[config.mk]
export PLATFORM = sky130hd
export DESIGN_NAME = rsf_top
export DESIGN_NICKNAME = d
export VERILOG_FILES = /design/src/rsf_pkg.sv /design/src/rsf_stop_latch.sv /design/src/rsf_cmp.sv /design/src/rsf_top.sv
export VERILOG_INCLUDE_DIRS = /design/src
export SDC_FILE = /design/constraint.sdc
export NUM_CORES = 1
export LEC_CHECK = 0
export ABC_AREA = 1
export BUFFER_PORTS_ARGS = -buffer_cell sky130_fd_sc_hd__buf_2
export CAP_MARGIN = 20
export CORE_AREA = 2 2 106 108
export CTS_BUF_LIST = sky130_fd_sc_hd__clkbuf_8
export DETAILED_ROUTE_END_ITERATION = 8
export DIE_AREA = 0 0 108 110
export PLACE_DENSITY = 0.82
export SLEW_MARGIN = 20
export SYNTH_ARGS = -nofsm -noshare
export SYNTH_HDL_FRONTEND = slang
export SYNTH_SLANG_ARGS = --single-unit
[constraint.sdc]
create_clock -name CLK_IN -period 1.3 [get_ports CLK_IN]
set_input_delay 0.13 -clock CLK_IN [delete_from_list [all_inputs] [get_ports CLK_IN]]
set_output_delay 0.13 -clock CLK_IN [all_outputs]
set_load 0.01 [all_outputs]
[src/rsf_consts.svh]
// Constants for the ramp status and event flag block
`ifndef RSF_CONSTS_SVH
`define RSF_CONSTS_SVH
`define RSF_ADDR_W 7
`define RSF_OFS_STAT 7'h60
`define RSF_OFS_MASK 7'h70
`define RSF_OFS_CTRL 7'h71
`define RSF_BIT_VSTOP_R 15
`define RSF_BIT_VSTOP_L 14
`define RSF_BIT_STALL 13
`define RSF_BIT_SECOND 12
`define RSF_BIT_WAIT 11
`define RSF_BIT_VZERO 10
`define RSF_BIT_POS 9
`define RSF_BIT_VEL 8
`define RSF_BIT_EV_POS 7
`define RSF_BIT_EV_SG 6
`define RSF_BIT_EV_R 5
`define RSF_BIT_EV_L 4
`define RSF_CTRL_SG_EN 0
`define RSF_CTRL_HALT_EN 1
`define RSF_CTRL_STOPR_EN 2
`define RSF_CTRL_STOPL_EN 3
`define RSF_CTRL_SOFT 4
`define RSF_EV_MASK_RST 32'h000000F0
`define RSF_CTRL_RST 32'h0000000F
`endif

[src/rsf_pkg.sv]
// Types shared by the ramp status flag block
package rsf_pkg;
  typedef struct packed {
    logic [31:0] actual_position;
    logic [31:0] target_position;
    logic [31:0] actual_velocity;
    logic [31:0] target_velocity;
  } rsf_motion_s;
  typedef struct packed {
    logic stall_in;
    logic reversal;
    logic wait_active;
    logic stop_r_sw;
    logic stop_l_sw;
    logic vstop_r;
    logic vstop_l;
    logic hold_mode;
    logic move_left;
    logic move_right;
    logic motor_moving_r;
    logic motor_moving_l;
  } rsf_events_s;
  typedef enum logic [1:0] {
    RSF_IDLE = 2'b00,
    RSF_ACTIVE = 2'b01,
    RSF_DRAIN = 2'b10
  } rsf_stop_e;
endpackage

[src/rsf_stop_latch.sv]
// One side's stop event latch
`timescale 1ns/1ps
`include "rsf_consts.svh"
module rsf_stop_latch (
  input wire logic clk_in,
  input wire logic resetn_in,
  input wire logic cond_in,
  input wire logic enable_in,
  input wire logic soft_in,
  input wire logic release_in,
  input wire logic moving_in,
  output logic event_out
);
  typedef struct packed {
    rsf_pkg::rsf_stop_e st;
  } rsf_sl_s;
  rsf_sl_s r;
  rsf_sl_s next_r;
  always_comb
  begin
    next_r = r;
    case (r.st)
      rsf_pkg::RSF_IDLE:
        // Hold or an opposite move keeps the latch from re-arming on a switch still pressed
        if (cond_in && enable_in && !release_in)
          next_r.st = rsf_pkg::RSF_ACTIVE;
      rsf_pkg::RSF_ACTIVE:
        if (!enable_in)
          next_r.st = rsf_pkg::RSF_IDLE;
        else if (release_in)
          next_r.st = soft_in ? rsf_pkg::RSF_DRAIN : rsf_pkg::RSF_IDLE;
      rsf_pkg::RSF_DRAIN:
        // Decel into the switch must finish before the condition lets go
        if (!enable_in)
          next_r.st = rsf_pkg::RSF_IDLE;
        else if (!moving_in)
          next_r.st = rsf_pkg::RSF_IDLE;
      default:
        next_r.st = rsf_pkg::RSF_IDLE;
    endcase
  end
  always_ff @(posedge clk_in)
  begin
    if (!resetn_in)
      r <= '{st: rsf_pkg::RSF_IDLE};
    else
      r <= next_r;
  end
  assign event_out = (r.st != rsf_pkg::RSF_IDLE);
endmodule

[src/rsf_cmp.sv]
// Equality compares for the ramp status bits
`timescale 1ns/1ps
module rsf_cmp (
  input wire logic clk_in,
  input wire logic resetn_in,
  input rsf_pkg::rsf_motion_s motion_in,
  output logic pos_match_out,
  output logic vel_match_out,
  output logic vzero_out
);
  function automatic logic eq32(input logic [31:0] a, input logic [31:0] b);
    eq32 = (a == b);
  endfunction
  // Combinational so the flags track the counters in the same cycle
  always_comb
  begin
    pos_match_out = eq32(motion_in.actual_position, motion_in.target_position);
    vel_match_out = eq32(motion_in.actual_velocity, motion_in.target_velocity);
    vzero_out = eq32(motion_in.actual_velocity, 32'h00000000);
  end
endmodule

[src/rsf_top.sv]
// Ramp status and event flag register bank for one axis
// How it works
// - Bit 13 shows the stall input while stall detection is enabled.
// - Bit 12 latches a direction reversal and clears on a written one.
// - Bit 11 is high during the post-stop wait period.
// - Bit 10 is high exactly while actual velocity is zero.
// - Bit 9 is high exactly while actual position equals target position.
// - Bit 8 is high exactly while actual velocity equals target velocity.
// - Bit 7 latches on a rising position match and clears on a written one.
// - The interrupt is the OR of the unmasked event bits 7 to 4.
// - Bit 6 latches a stall stop; a written one clears it and releases the stall halt.
// - Bit 5 sets on a real or virtual right stop condition and holds until hold mode or a left move.
// - Bit 4 sets on a real or virtual left stop condition and holds until hold mode or a right move.
// - In soft stop mode the stop condition lasts until deceleration ends.
// - Disabling a stop switch clears its event while motion continues.
// - Bits 15 and 14 show the virtual right and left limits.
`timescale 1ns/1ps
`include "rsf_consts.svh"
module rsf_top (
  input wire logic CLK_IN,
  input wire logic RESETN_IN,
  input wire logic [`RSF_ADDR_W-1:0] ADDR_IN,
  input wire logic [31:0] WDATA_IN,
  input wire logic WR_IN,
  input wire logic RD_IN,
  input rsf_pkg::rsf_motion_s MOTION_IN,
  input rsf_pkg::rsf_events_s EVENTS_IN,
  output logic [31:0] RDATA_OUT,
  output logic STALL_HALT_OUT,
  output logic IRQ_OUT
);
  // ----------------------------------------
  // State
  // ----------------------------------------
  typedef struct packed {
    logic second_move;
    logic ev_pos;
    logic ev_sg;
    logic pos_d;
    logic [31:0] mask;
    logic [31:0] ctrl;
    logic [31:0] rdata;
  } rsf_state_s;
  rsf_state_s r;
  rsf_state_s next_r;
  logic pos_match;
  logic vel_match;
  logic vzero;
  logic ev_r;
  logic ev_l;
  logic [31:0] stat;
  logic wr_stat;
  logic stall_flag;

  // ----------------------------------------
  // Compares and stop latches
  // ----------------------------------------
  rsf_cmp u_cmp (
    .clk_in(CLK_IN),
    .resetn_in(RESETN_IN),
    .motion_in(MOTION_IN),
    .pos_match_out(pos_match),
    .vel_match_out(vel_match),
    .vzero_out(vzero)
  );
  rsf_stop_latch u_stop_r (
    .clk_in(CLK_IN),
    .resetn_in(RESETN_IN),
    .cond_in(EVENTS_IN.stop_r_sw | EVENTS_IN.vstop_r),
    .enable_in(r.ctrl[`RSF_CTRL_STOPR_EN]),
    .soft_in(r.ctrl[`RSF_CTRL_SOFT]),
    .release_in(EVENTS_IN.hold_mode | EVENTS_IN.move_left),
    .moving_in(EVENTS_IN.motor_moving_r),
    .event_out(ev_r)
  );
  rsf_stop_latch u_stop_l (
    .clk_in(CLK_IN),
    .resetn_in(RESETN_IN),
    .cond_in(EVENTS_IN.stop_l_sw | EVENTS_IN.vstop_l),
    .enable_in(r.ctrl[`RSF_CTRL_STOPL_EN]),
    .soft_in(r.ctrl[`RSF_CTRL_SOFT]),
    .release_in(EVENTS_IN.hold_mode | EVENTS_IN.move_right),
    .moving_in(EVENTS_IN.motor_moving_l),
    .event_out(ev_l)
  );

  // ----------------------------------------
  // Status word
  // ----------------------------------------
  assign stall_flag = EVENTS_IN.stall_in & r.ctrl[`RSF_CTRL_SG_EN];
  always_comb
  begin
    stat = 32'h00000000;
    stat[`RSF_BIT_VSTOP_R] = EVENTS_IN.vstop_r;
    stat[`RSF_BIT_VSTOP_L] = EVENTS_IN.vstop_l;
    stat[`RSF_BIT_STALL] = stall_flag;
    stat[`RSF_BIT_SECOND] = r.second_move;
    stat[`RSF_BIT_WAIT] = EVENTS_IN.wait_active;
    stat[`RSF_BIT_VZERO] = vzero;
    stat[`RSF_BIT_POS] = pos_match;
    stat[`RSF_BIT_VEL] = vel_match;
    stat[`RSF_BIT_EV_POS] = r.ev_pos;
    stat[`RSF_BIT_EV_SG] = r.ev_sg;
    stat[`RSF_BIT_EV_R] = ev_r;
    stat[`RSF_BIT_EV_L] = ev_l;
  end
  assign wr_stat = WR_IN && (ADDR_IN == `RSF_OFS_STAT);

  // ----------------------------------------
  // Next state
  // ----------------------------------------
  // Set beats clear in the same cycle so no event is lost
  always_comb
  begin
    next_r = r;
    next_r.pos_d = pos_match;
    if (wr_stat && WDATA_IN[`RSF_BIT_SECOND])
      next_r.second_move = 1'b0;
    if (EVENTS_IN.reversal)
      next_r.second_move = 1'b1;
    if (wr_stat && WDATA_IN[`RSF_BIT_EV_POS])
      next_r.ev_pos = 1'b0;
    if (pos_match && !r.pos_d)
      next_r.ev_pos = 1'b1;
    if (wr_stat && WDATA_IN[`RSF_BIT_EV_SG])
      next_r.ev_sg = 1'b0;
    // Stall stop only latches when halting on stall is enabled
    if (stall_flag && r.ctrl[`RSF_CTRL_HALT_EN])
      next_r.ev_sg = 1'b1;
    if (WR_IN && ADDR_IN == `RSF_OFS_MASK)
      next_r.mask = WDATA_IN;
    if (WR_IN && ADDR_IN == `RSF_OFS_CTRL)
      next_r.ctrl = WDATA_IN;
    next_r.rdata = 32'h00000000;
    if (RD_IN)
    begin
      case (ADDR_IN)
        `RSF_OFS_STAT: next_r.rdata = stat;
        `RSF_OFS_MASK: next_r.rdata = r.mask;
        `RSF_OFS_CTRL: next_r.rdata = r.ctrl;
        default: next_r.rdata = 32'h00000000;
      endcase
    end
  end

  always_ff @(posedge CLK_IN)
  begin
    if (!RESETN_IN)
    begin
      r.second_move <= 1'b0;
      r.ev_pos <= 1'b0;
      r.ev_sg <= 1'b0;
      r.pos_d <= 1'b0;
      r.mask <= `RSF_EV_MASK_RST;
      r.ctrl <= `RSF_CTRL_RST;
      r.rdata <= 32'h00000000;
    end
    else
      r <= next_r;
  end

  // ----------------------------------------
  // Outputs
  // ----------------------------------------
  assign RDATA_OUT = r.rdata;
  assign STALL_HALT_OUT = r.ev_sg;
  // Only bits 7..4 can raise the line, whatever the mask holds
  assign IRQ_OUT = |(stat & r.mask & `RSF_EV_MASK_RST);
endmodule

==> results.cfg, run 1 <==
[final_layout]
layout.cells.non_filler = 1127
nets = 1164
multiInputGateArea_um2 = 2520
final-seq-area_um2 = 2090
num-fill-cells = 976
area_growth_pct = 29.8
layout-drive-gt1-share_pct = 30.6

[setup_path]
cp_cell_sequence = nor2_4, inv_2, a22oi_2, nand2_1, buf_2
end_kind = output port
max_stage_delay_ns = 0.36
cp_slowest_cell = dfxtp_4
crit_start = u_stop_l.r[1]$_SDFFE_PN0P_
reg2reg_to = u_stop_l.r[0]$_SDFFE_PN0P_
worst-setup-path-type = reg -> out
path_max_fanout = 3
worst_r2r_path_depth = 5
cp.arrival_ns = 1.26
startpoint_type = flop
worstPathRequired_ns = 1.17
r2r_setup_slack_ns = 0.15
rr_startpoint = u_stop_l.r[1]$_SDFFE_PN0P_
critPathTopFamily = flip-flops
critPathBufInv = 2

[power]
p_sw_share_pct = 26.6
internal_power_mw = 4.38
pwr-share-seq_pct = 53.9
vdd_ir_drop_max_v = 0.000599
p_comb_share_pct = 14.2
clkPwrFrac_pct = 31.9
p_leak_nw = 3.36
p_switching_mw = 1.58
power.density_nw_per_um2 = 868

[logic_synthesis]
synth_most_common_cell = nand2_1
synthCells = 766
ys_warn_count = 0
synth_area_um2 = 5290
syn_avg_cell_area_um2 = 6.90
yosys.area.top_type_share_pct = 39.4
ys_types = 32
synth_edf_count = 0
ys_ff_latch = 104
synth_commonest_cells = nand2_1, dfxtp_1, nor2_1
synth_top_area_cell = dfxtp_1
synth.area.top_cells = dfxtp_1, nand2_1, xnor2_1
synthFlopType = dfxtp_1
ys_seq_area_share_pct = 39.4
ys_async_sr_fraction_pct = 0
syn-num-nets = 949

[floorplan]
coreArea_um2 = 10700
die_area_um2 = 11900
die_h_um = 110
num_io_pins = 217
rows = 38
die_width_um = 108
initial_core_util_pct = 49.4

[grt]
grt_overflow = 0
grt_pass1_wl_um = 22200
first_global_vias = 5043
grt.total_usage_pct = 23.5
grt_max_degree = 33
antenna_found_initial = 1

[hold_path]
hold_depth = 3
hold_start = WDATA_IN[16]
min_delay_worst_endpoint = r[80]$_SDFFE_PN0P_
hold_path_class = in -> reg

[timing]
fin_crit_ns = 1.39
setup_tns_ns = -0.0886
hold_violations = 0
finalSetupViolCount = 1
fin_crit_sh_pct = 107
whs_ns = 0.000124
slew_headroom_pct = 79.8
grt_setup_unrepaired = yes
fin_skew_ns = 0.0125
tightest_slew_ns = 0.303
fmax_mhz = 720
drv_slew = 0
setup_ws_ns = -0.0886

[clocking]
cts_root_buffer = clkbuf_8
clkTransAtPathRegs_ns = 0.10
htreeDepth = 3
cts.path.max_buffers = 2
cts_tree = built
cts_buffers = 9
cts.sinks = 104
clock_latency_ns = 0.37

[drt]
num_vias = 5384
drtAntennaViolNets = 0
met3WireLength_um = 989
via_per_inst = 4.78
drt_iter0_markers = 283
wl_per_cell_um = 12.4
top_layer = met4
route.met2.wl_um = 6660
wirelength_um = 14000
routedLengthMet1_um = 5980
route.detailed.drc = 0
dr.pass1.iters = 5

[run]
maxCapViolCount = 0

[place]
numPortBuffers = 216
place_hpwl_um = 10800
gp_congestion = 0.872
place_ws_ns = -0.0237
dp_cells = 1091

[status]
violations = negative setup slack
status = complete, but fails checks
[registers in the layout, summed over array words and instances (netlist names)]
| signal | count |
|---|---|
| u_stop_r.r | 2 |
| RDATA_OUT | 32 |
| STALL_HALT_OUT | 1 |
| u_stop_l.r | 2 |
| r | 67 |
[layer usage]
metal	vias to the layer above	global-route usage, %
li1	2782	-
met3	28	3.70
met5	-	0
met4	0	9.80
met1	2392	29.3
met2	182	40.7
[through the flow]
step | power, mW | util, % | cell area [um^2]
finish | 5.96 | 64.2 | 6870
CTS | 5.98 | 64.0 | 6840
global placement | 4.07 | 60.4 | 6460
floorplan | 3.64 | - | 5290
global route | 6.21 | 64.2 | 6870
detailed placement | 4.08 | 60.4 | 6460
[power by group through the flow]
stage                     clock network, mW  logic, mW  registers [mW]
after floorplan                           0      0.355            3.28
after global placement                    0      0.782            3.28
after detailed placement                  0      0.794            3.28
after CTS                              1.93      0.843            3.21
after global routing                   2.05      0.952            3.21
final                                  1.90      0.848            3.21
[kinds of logic (layout without fill, tap and decap cells)]
family          count (synthesis)  after routing  share of synthesized area, %
simple gates                  357            357                          27.3
xor+xnor                       45             45                          7.45
buf+inv                       144            364                          13.4
compound gates                116            116                          12.5
other cells                     0              1                             0
flops                         104            104                          39.4
[what timing repair did]
action	CTS	global route
gates cloned	0	0
hold endpoints to repair	19	0
hold buffers	18	0
pin swaps	1	1
resized for setup	6	6
buffers inserted	0	1
setup endpoints to repair	1	1
[layout make-up]
| class | count | share of cell area, % |
|---|---|---|
| diodes | 1 | 0.0364 |
| clock buffers | 9 | 1.80 |
| clock inverters | 7 | 0.948 |
| inverters | 84 | 4.61 |
| multi-input cells | 518 | 36.7 |
| flip-flops and latches | 104 | 30.4 |
| well taps | 140 | 2.55 |
| repair buffers | 264 | 22.9 |
[worst max-delay path by stage]
| stage | to | cells after the start | slack (ns) |
|---|---|---|---|
| 3_5_place_dp | r[95]$_SDFFE_PN0P_ | 9 | -0.02 |
| 6_report | IRQ_OUT | 5 | -0.09 |
| 5_1_grt | IRQ_OUT | 5 | -0.14 |
| 3_3_place_gp | r[77]$_SDFFE_PN0P_ | 9 | 0.01 |
| 2_1_floorplan | r[38]$_SDFFE_PN0P_ | 8 | 0.22 |
| 4_1_cts | IRQ_OUT | 5 | -0.09 |
[placed cells by master, fill, tap and decap left out, types with 4 or more instances in the layout]
cell type	n
o211ai_1	8
nor2_1	98
a21oi_2	10
buf_2	216
nand4_1	7
clkbuf_8	9
inv_1	78
nand2_1	207
nand2_2	11
o21ai_0	44
dfxtp_1	100
buf_12	7
dlygate4sd3_1	18
nand3_1	22
a21oi_1	45
buf_4	23
nor2_2	4
xnor2_1	45
inv_2	5
[worst min-delay path, cell delays in order]
cell and delay [ns]:
buf_2 0.09, nor2_1 0.04, nor2_1 0.08
Power figures use the tool's default switching activity.
==> run 2, diff against run 1 <==
- CORE_AREA: 2 2 106 108 -> 2 2 133 135
- DIE_AREA: 0 0 108 110 -> 0 0 135 137
- HOLD_SLACK_MARGIN: unset -> 0.05
- PLACE_DENSITY: 0.82 -> unset
- SYNTH_HIERARCHICAL: unset -> 1
==> run 2 against run 1 <==
  * The run still ends with negative setup slack left
  * Cell area increased by 13%
  * Sequential share of layout area decreased by 3.5 points
  * Clock-buffer cell count is 1 higher
  * Largest cell class unchanged
==> results.cfg, run 2 <==
[logic_synthesis]
ys_warn_count = 6
ys_async_sr_fraction_pct = 0
synth_area_um2 = 5880
synth_top_area_cell = dfxtp_1
ys_seq_area_share_pct = 35.4
synthFlopType = dfxtp_1
synth_edf_count = 0
yosys.area.top_type_share_pct = 35.4
synth_most_common_cell = nand2_1
synth_commonest_cells = nand2_1, inv_1, nor2_1
syn_avg_cell_area_um2 = 5.94
synthCells = 991
syn-num-nets = 1174
synth.area.top_cells = dfxtp_1, nand2_1, inv_1
ys_types = 25
ys_ff_latch = 104

[floorplan]
die_width_um = 135
die_area_um2 = 18500
initial_core_util_pct = 34.5
die_h_um = 137
num_io_pins = 217
rows = 48
coreArea_um2 = 17100

[clocking]
cts_tree = built
cts.sinks = 104
htreeDepth = 3
clkTransAtPathRegs_ns = 0.09
cts.path.max_buffers = 2
cts_buffers = 9
cts_root_buffer = clkbuf_8
clock_latency_ns = 0.38

[hold_path]
hold_depth = 5
hold_start = EVENTS_IN[6]
hold_path_class = in -> reg
min_delay_worst_endpoint = RDATA_OUT[15]$_SDFF_PN0_

[timing]
fin_crit_ns = 1.31
tightest_slew_ns = 0.313
fin_skew_ns = 0.00843
setup_ws_ns = -0.0136
fin_crit_sh_pct = 101
grt_setup_unrepaired = yes
slew_headroom_pct = 78.9
hold_violations = 0
fmax_mhz = 761
whs_ns = 0.0771
finalSetupViolCount = 1
drv_slew = 0

[place]
numPortBuffers = 216
gp_congestion = 0.808
place_hpwl_um = 12100
placed_area_um2 = 7130
place_ws_ns = -0.119
dp_cells = 1400

[grt]
first_global_vias = 5457
grt_pass1_wl_um = 25200
grt_max_degree = 41
grt.total_usage_pct = 17.0
antenna_found_initial = 1
grt_overflow = 0

[power]
p_switching_mw = 1.66
p_leak_nw = 4.29
power.density_nw_per_um2 = 814
internal_power_mw = 4.65
pwr-share-seq_pct = 51.0
p_comb_share_pct = 16.0
clkPwrFrac_pct = 33.0
vdd_ir_drop_max_v = 0.000633
p_sw_share_pct = 26.3

[setup_path]
critPathBufInv = 2
worst-setup-path-type = reg -> out
cp_slowest_cell = dfxtp_2
path_max_fanout = 2
worstPathRequired_ns = 1.17
startpoint_type = flop
cp_cell_sequence = nor2_4, inv_2, nand2_1, nand4_1, buf_2
worst_r2r_path_depth = 4
max_stage_delay_ns = 0.34
critPathTopFamily = flip-flops
end_kind = output port
r2r_setup_slack_ns = 0.31
cp.arrival_ns = 1.18
rr_startpoint = r[34]$_SDFFE_PN1P_
reg2reg_to = u_stop_r/r[0]$_SDFFE_PN0P_

[drt]
route.detailed.drc = 0
drtAntennaViolNets = 0
num_vias = 6202
via_per_inst = 4.25
drt_iter0_markers = 273
dr.pass1.iters = 4
wl_per_cell_um = 10.9
wirelength_um = 15900

[final_layout]
final_cell_mix = nand2_1, buf_2, inv_1
layout-drive-gt1-share_pct = 23.6
num-fill-cells = 1844
layout.cells.non_filler = 1458
nets = 1410
top_register = r
area_growth_pct = 31.7
final_core_util_pct = 45.4
fin_area_um2 = 7750
largest_reg_flops = 67
final_common_cell = nand2_1

[status]
status = complete, but fails checks
violations = negative setup slack

[run]
maxCapViolCount = 0
-- run 2: final cells by class --
type / count / area (um^2) / area share, %
diodes: 1 / 2.50 / 0.0323
clock buffers: 10 / 138 / 1.78
clock inverters: 6 / 66.3 / 0.856
inverters: 164 / 616 / 7.94
multi-input cells: 662 / 2790 / 36.0
flip-flops and latches: 104 / 2090 / 26.9
well taps: 225 / 282 / 3.63
repair buffers: 286 / 1770 / 22.8
-- run 2: worst reg2reg max path, cell delays in order (launching register included) --
cell and delay (ns):
dfxtp_1 0.45, nand2_1 0.10, o21ai_2 0.14, nand4_1 0.10
a21oi_1 0.14
-- run 2: worst max path at each step --
stage,endpoint,startpoint,depth (start not counted)
after floorplan,r[66]$_SDFFE_PN0P_,ADDR_IN[1],7
final,IRQ_OUT,u_stop_r/r[1]$_SDFFE_PN0P_,5
after CTS,IRQ_OUT,u_stop_l/r[1]$_SDFFE_PN0P_,5
after detailed placement,r[67]$_SDFFE_PN0P_,ADDR_IN[1],8
after global placement,r[70]$_SDFFE_PN1P_,ADDR_IN[1],8
after global routing,IRQ_OUT,u_stop_r/r[1]$_SDFFE_PN0P_,5
-- run 2: logic make-up (layout without fill, tap and decap cells) --
logic type | Yosys count | after routing | synth area share (%)
XOR/XNOR | 6 | 6 | 0.893
buffers and inverters | 225 | 466 | 17.4
flip-flops | 104 | 104 | 35.4
AND/OR/NAND/NOR | 595 | 595 | 40.8
AO/OA/AOI/OAI | 61 | 61 | 5.53
other | 0 | 1 | 0
-- run 2: routing by layer --
layer  track usage [%]  vias to the layer above  share of wire [%]
li1                  -                     3392                  -
met1              20.8                     2644                 45
met2              30.1                      155                 48
met3              3.96                       11                6.2
met4              4.17                        0               0.89
met5                 0                        -                  0
-- run 2: through the flow --
stage | setup TNS [ns] | total power [mW]
2_1_floorplan | 0 | 3.72
3_3_place_gp | -2.66 | 4.19
3_5_place_dp | -3.31 | 4.20
5_1_grt | -0.104 | 6.67
6_report | -0.0136 | 6.31
4_1_cts | -0.0657 | 6.41
-- run 2: what timing repair did --
action | CTS | global route
resized for setup | 6 | 2
endpoints found under the hold margin | 62 | 0
setup buffers | 6 | 0
hold buffers | 35 | 0
pin swaps | 4 | 0
setup endpoints to repair | 1 | 1
-- run 2: power groups by stage --
| stage | logic [mW] | registers [mW] | clock network (mW) |
|---|---|---|---|
| after floorplan | 0.434 | 3.29 | 0 |
| after global placement | 0.897 | 3.29 | 0 |
| after detailed placement | 0.910 | 3.29 | 0 |
| after CTS | 1.02 | 3.22 | 2.17 |
| after global routing | 1.14 | 3.22 | 2.31 |
| final | 1.01 | 3.22 | 2.08 |
==> run 3, diff against run 2 <==
- PLACE_DENSITY_LB_ADDON: unset -> 0.2
==> run 3 against run 2 <==
  * The run still ends with negative setup slack left
  * Combinational power about the same
  * Non-clock buffer count up 4
  * Clock skew grew 0.0017 ns
  * Cell area is 0.48% lower
  * Clock-buffer cell count fell by 1
  * Highest routed layer is now met5
  * Hold slack better by 0.056 ns
  * Largest power group unchanged
  * Largest cell class unchanged
==> results.cfg, run 3 (synthesized netlist as in run 2, its figures left out) <==
[hold_path]
hold_depth = 5
hold_start = EVENTS_IN[5]
hold_path_class = in -> reg
min_delay_worst_endpoint = RDATA_OUT[14]$_SDFF_PN0_

[setup_path]
worst_r2r_path_depth = 4
reg2reg_to = u_stop_r/r[0]$_SDFFE_PN0P_
worstPathRequired_ns = 1.17
worst-setup-path-type = reg -> out
rr_startpoint = r[34]$_SDFFE_PN1P_
critPathTopFamily = flip-flops
cp.arrival_ns = 1.26
startpoint_type = flop
end_kind = output port
cp_slowest_cell = dfxtp_2
path_max_fanout = 2
critPathBufInv = 2
cp_cell_sequence = nor2_4, inv_2, nand2_1, nand4_1, buf_2
max_stage_delay_ns = 0.35
r2r_setup_slack_ns = 0.32

[grt]
grt_pass1_wl_um = 26200
grt.total_usage_pct = 17.6
antenna_found_initial = 1
grt_overflow = 0
grt_max_degree = 41
first_global_vias = 5775

[run]
maxCapViolCount = 0

[status]
violations = negative setup slack
status = complete, but fails checks

[timing]
fin_crit_sh_pct = 107
fin_skew_ns = 0.0101
hold_violations = 0
tightest_slew_ns = 0.303
fin_crit_ns = 1.39
slew_headroom_pct = 79.6
fmax_mhz = 720
grt_setup_unrepaired = yes
setup_ws_ns = -0.0892
finalSetupViolCount = 1
drv_slew = 0

[drt]
wirelength_um = 16300
num_vias = 6295
dr.pass1.iters = 4
drt_iter0_markers = 219
drtAntennaViolNets = 0
via_per_inst = 4.31
route.detailed.drc = 0
wl_per_cell_um = 11.2

[place]
place_hpwl_um = 12300
dp_cells = 1405
gp_congestion = 0.804
numPortBuffers = 216

[floorplan]
die_area_um2 = 18500
die_width_um = 135
initial_core_util_pct = 34.5
coreArea_um2 = 17100
die_h_um = 137
num_io_pins = 217
rows = 48

[final_layout]
top_register = r
final_common_cell = nand2_1
final_cell_mix = nand2_1, buf_2, inv_1
layout.cells.non_filler = 1461
layout-drive-gt1-share_pct = 23.9
largest_reg_flops = 67
nets = 1414
area_growth_pct = 31.1
diodes = 0

[clocking]
cts_buffers = 9
clkTransAtPathRegs_ns = 0.09
cts_root_buffer = clkbuf_8
clock_latency_ns = 0.38
htreeDepth = 3
cts_tree = built
cts.path.max_buffers = 2
cts.sinks = 104

[power]
p_leak_nw = 4.29
power.density_nw_per_um2 = 787
vdd_ir_drop_max_v = 0.000536
p_total_mw = 6.07
[run 3: cell count changes in the layout (fill, tap and decap cells not counted), sizes merged]
cell    delta
inv        -2
bufinv     -1
clkbuf     -1
clkinv     +4
buf        +4
diode      -1
[run 3: worst max path at each step]
stage,from,end,slack [ns],depth (start not counted)
after global placement,ADDR_IN[1],RDATA_OUT[2]$_SDFF_PN0_,-0.04,9
after detailed placement,ADDR_IN[3],r[91]$_SDFFE_PN0P_,-0.05,8
after global routing,u_stop_l/r[1]$_SDFFE_PN0P_,IRQ_OUT,-0.19,5
after floorplan,ADDR_IN[1],r[66]$_SDFFE_PN0P_,0.11,7
after CTS,u_stop_r/r[1]$_SDFFE_PN0P_,IRQ_OUT,-0.11,5
final,u_stop_l/r[1]$_SDFFE_PN0P_,IRQ_OUT,-0.09,5
[run 3: timing repair]
item                                    4_1_cts  5_1_grt
endpoints found under the setup margin        1        1
hold buffers                                 35        0
gates resized for setup                       4        3
pin swaps                                     4        1
buffers inserted                              5        0
hold endpoints to repair                     62        0
[run 3: layer usage]
| layer | vias to the layer above | wire (um) | GRT usage [%] |
|---|---|---|---|
| li1 | 3403 | - | - |
| met1 | 2728 | 7430 | 21.1 |
| met2 | 147 | 7790 | 31.6 |
| met3 | 15 | 933 | 4.26 |
| met4 | 2 | 178 | 4.17 |
| met5 | - | 11 | 0 |
[run 3: tightest hold or removal path, cell delays in order]
cell and delay (ns):
buf_2 0.11, nand2_1 0.06, nand3_1 0.09, nand2_1 0.05, inv_1 0.04
[run 3: layout make-up]
type	instances	area [um^2]
sequential	104	2090
timing repair buffer	290	1760
inverter	164	616
clock buffer	9	124
clock inverter	7	50.0
tap	225	282
fill	1859	9350
multi-input combinational	662	2790
[run 3: where the power goes]
part / total [mW] / leakage [nW] / internal (mW) / switching (mW)
combinational: 1.01 / 3.36 / 0.492 / 0.516
sequential: 3.22 / 0.841 / 3.20 / 0.0148
clock: 1.84 / 0.0866 / 0.696 / 1.15
total: 6.07 / 4.29 / 4.39 / 1.68
[run 3: metrics by stage]
step / TNS (ns) / setup WS (ns) / cell area [um^2] / utilization, % / hold WS, ns
2_1_floorplan: 0 / 0.114 / 5880 / - / 0.256
3_3_place_gp: -0.252 / -0.0369 / 7130 / 41.8 / 0.373
6_report: -0.0892 / -0.0892 / 7710 / 45.2 / 0.133
3_5_place_dp: -0.533 / -0.0468 / 7130 / 41.8 / 0.380
5_1_grt: -0.189 / -0.189 / 7710 / 45.2 / 0.130
4_1_cts: -0.107 / -0.107 / 7700 / 45.2 / 0.101
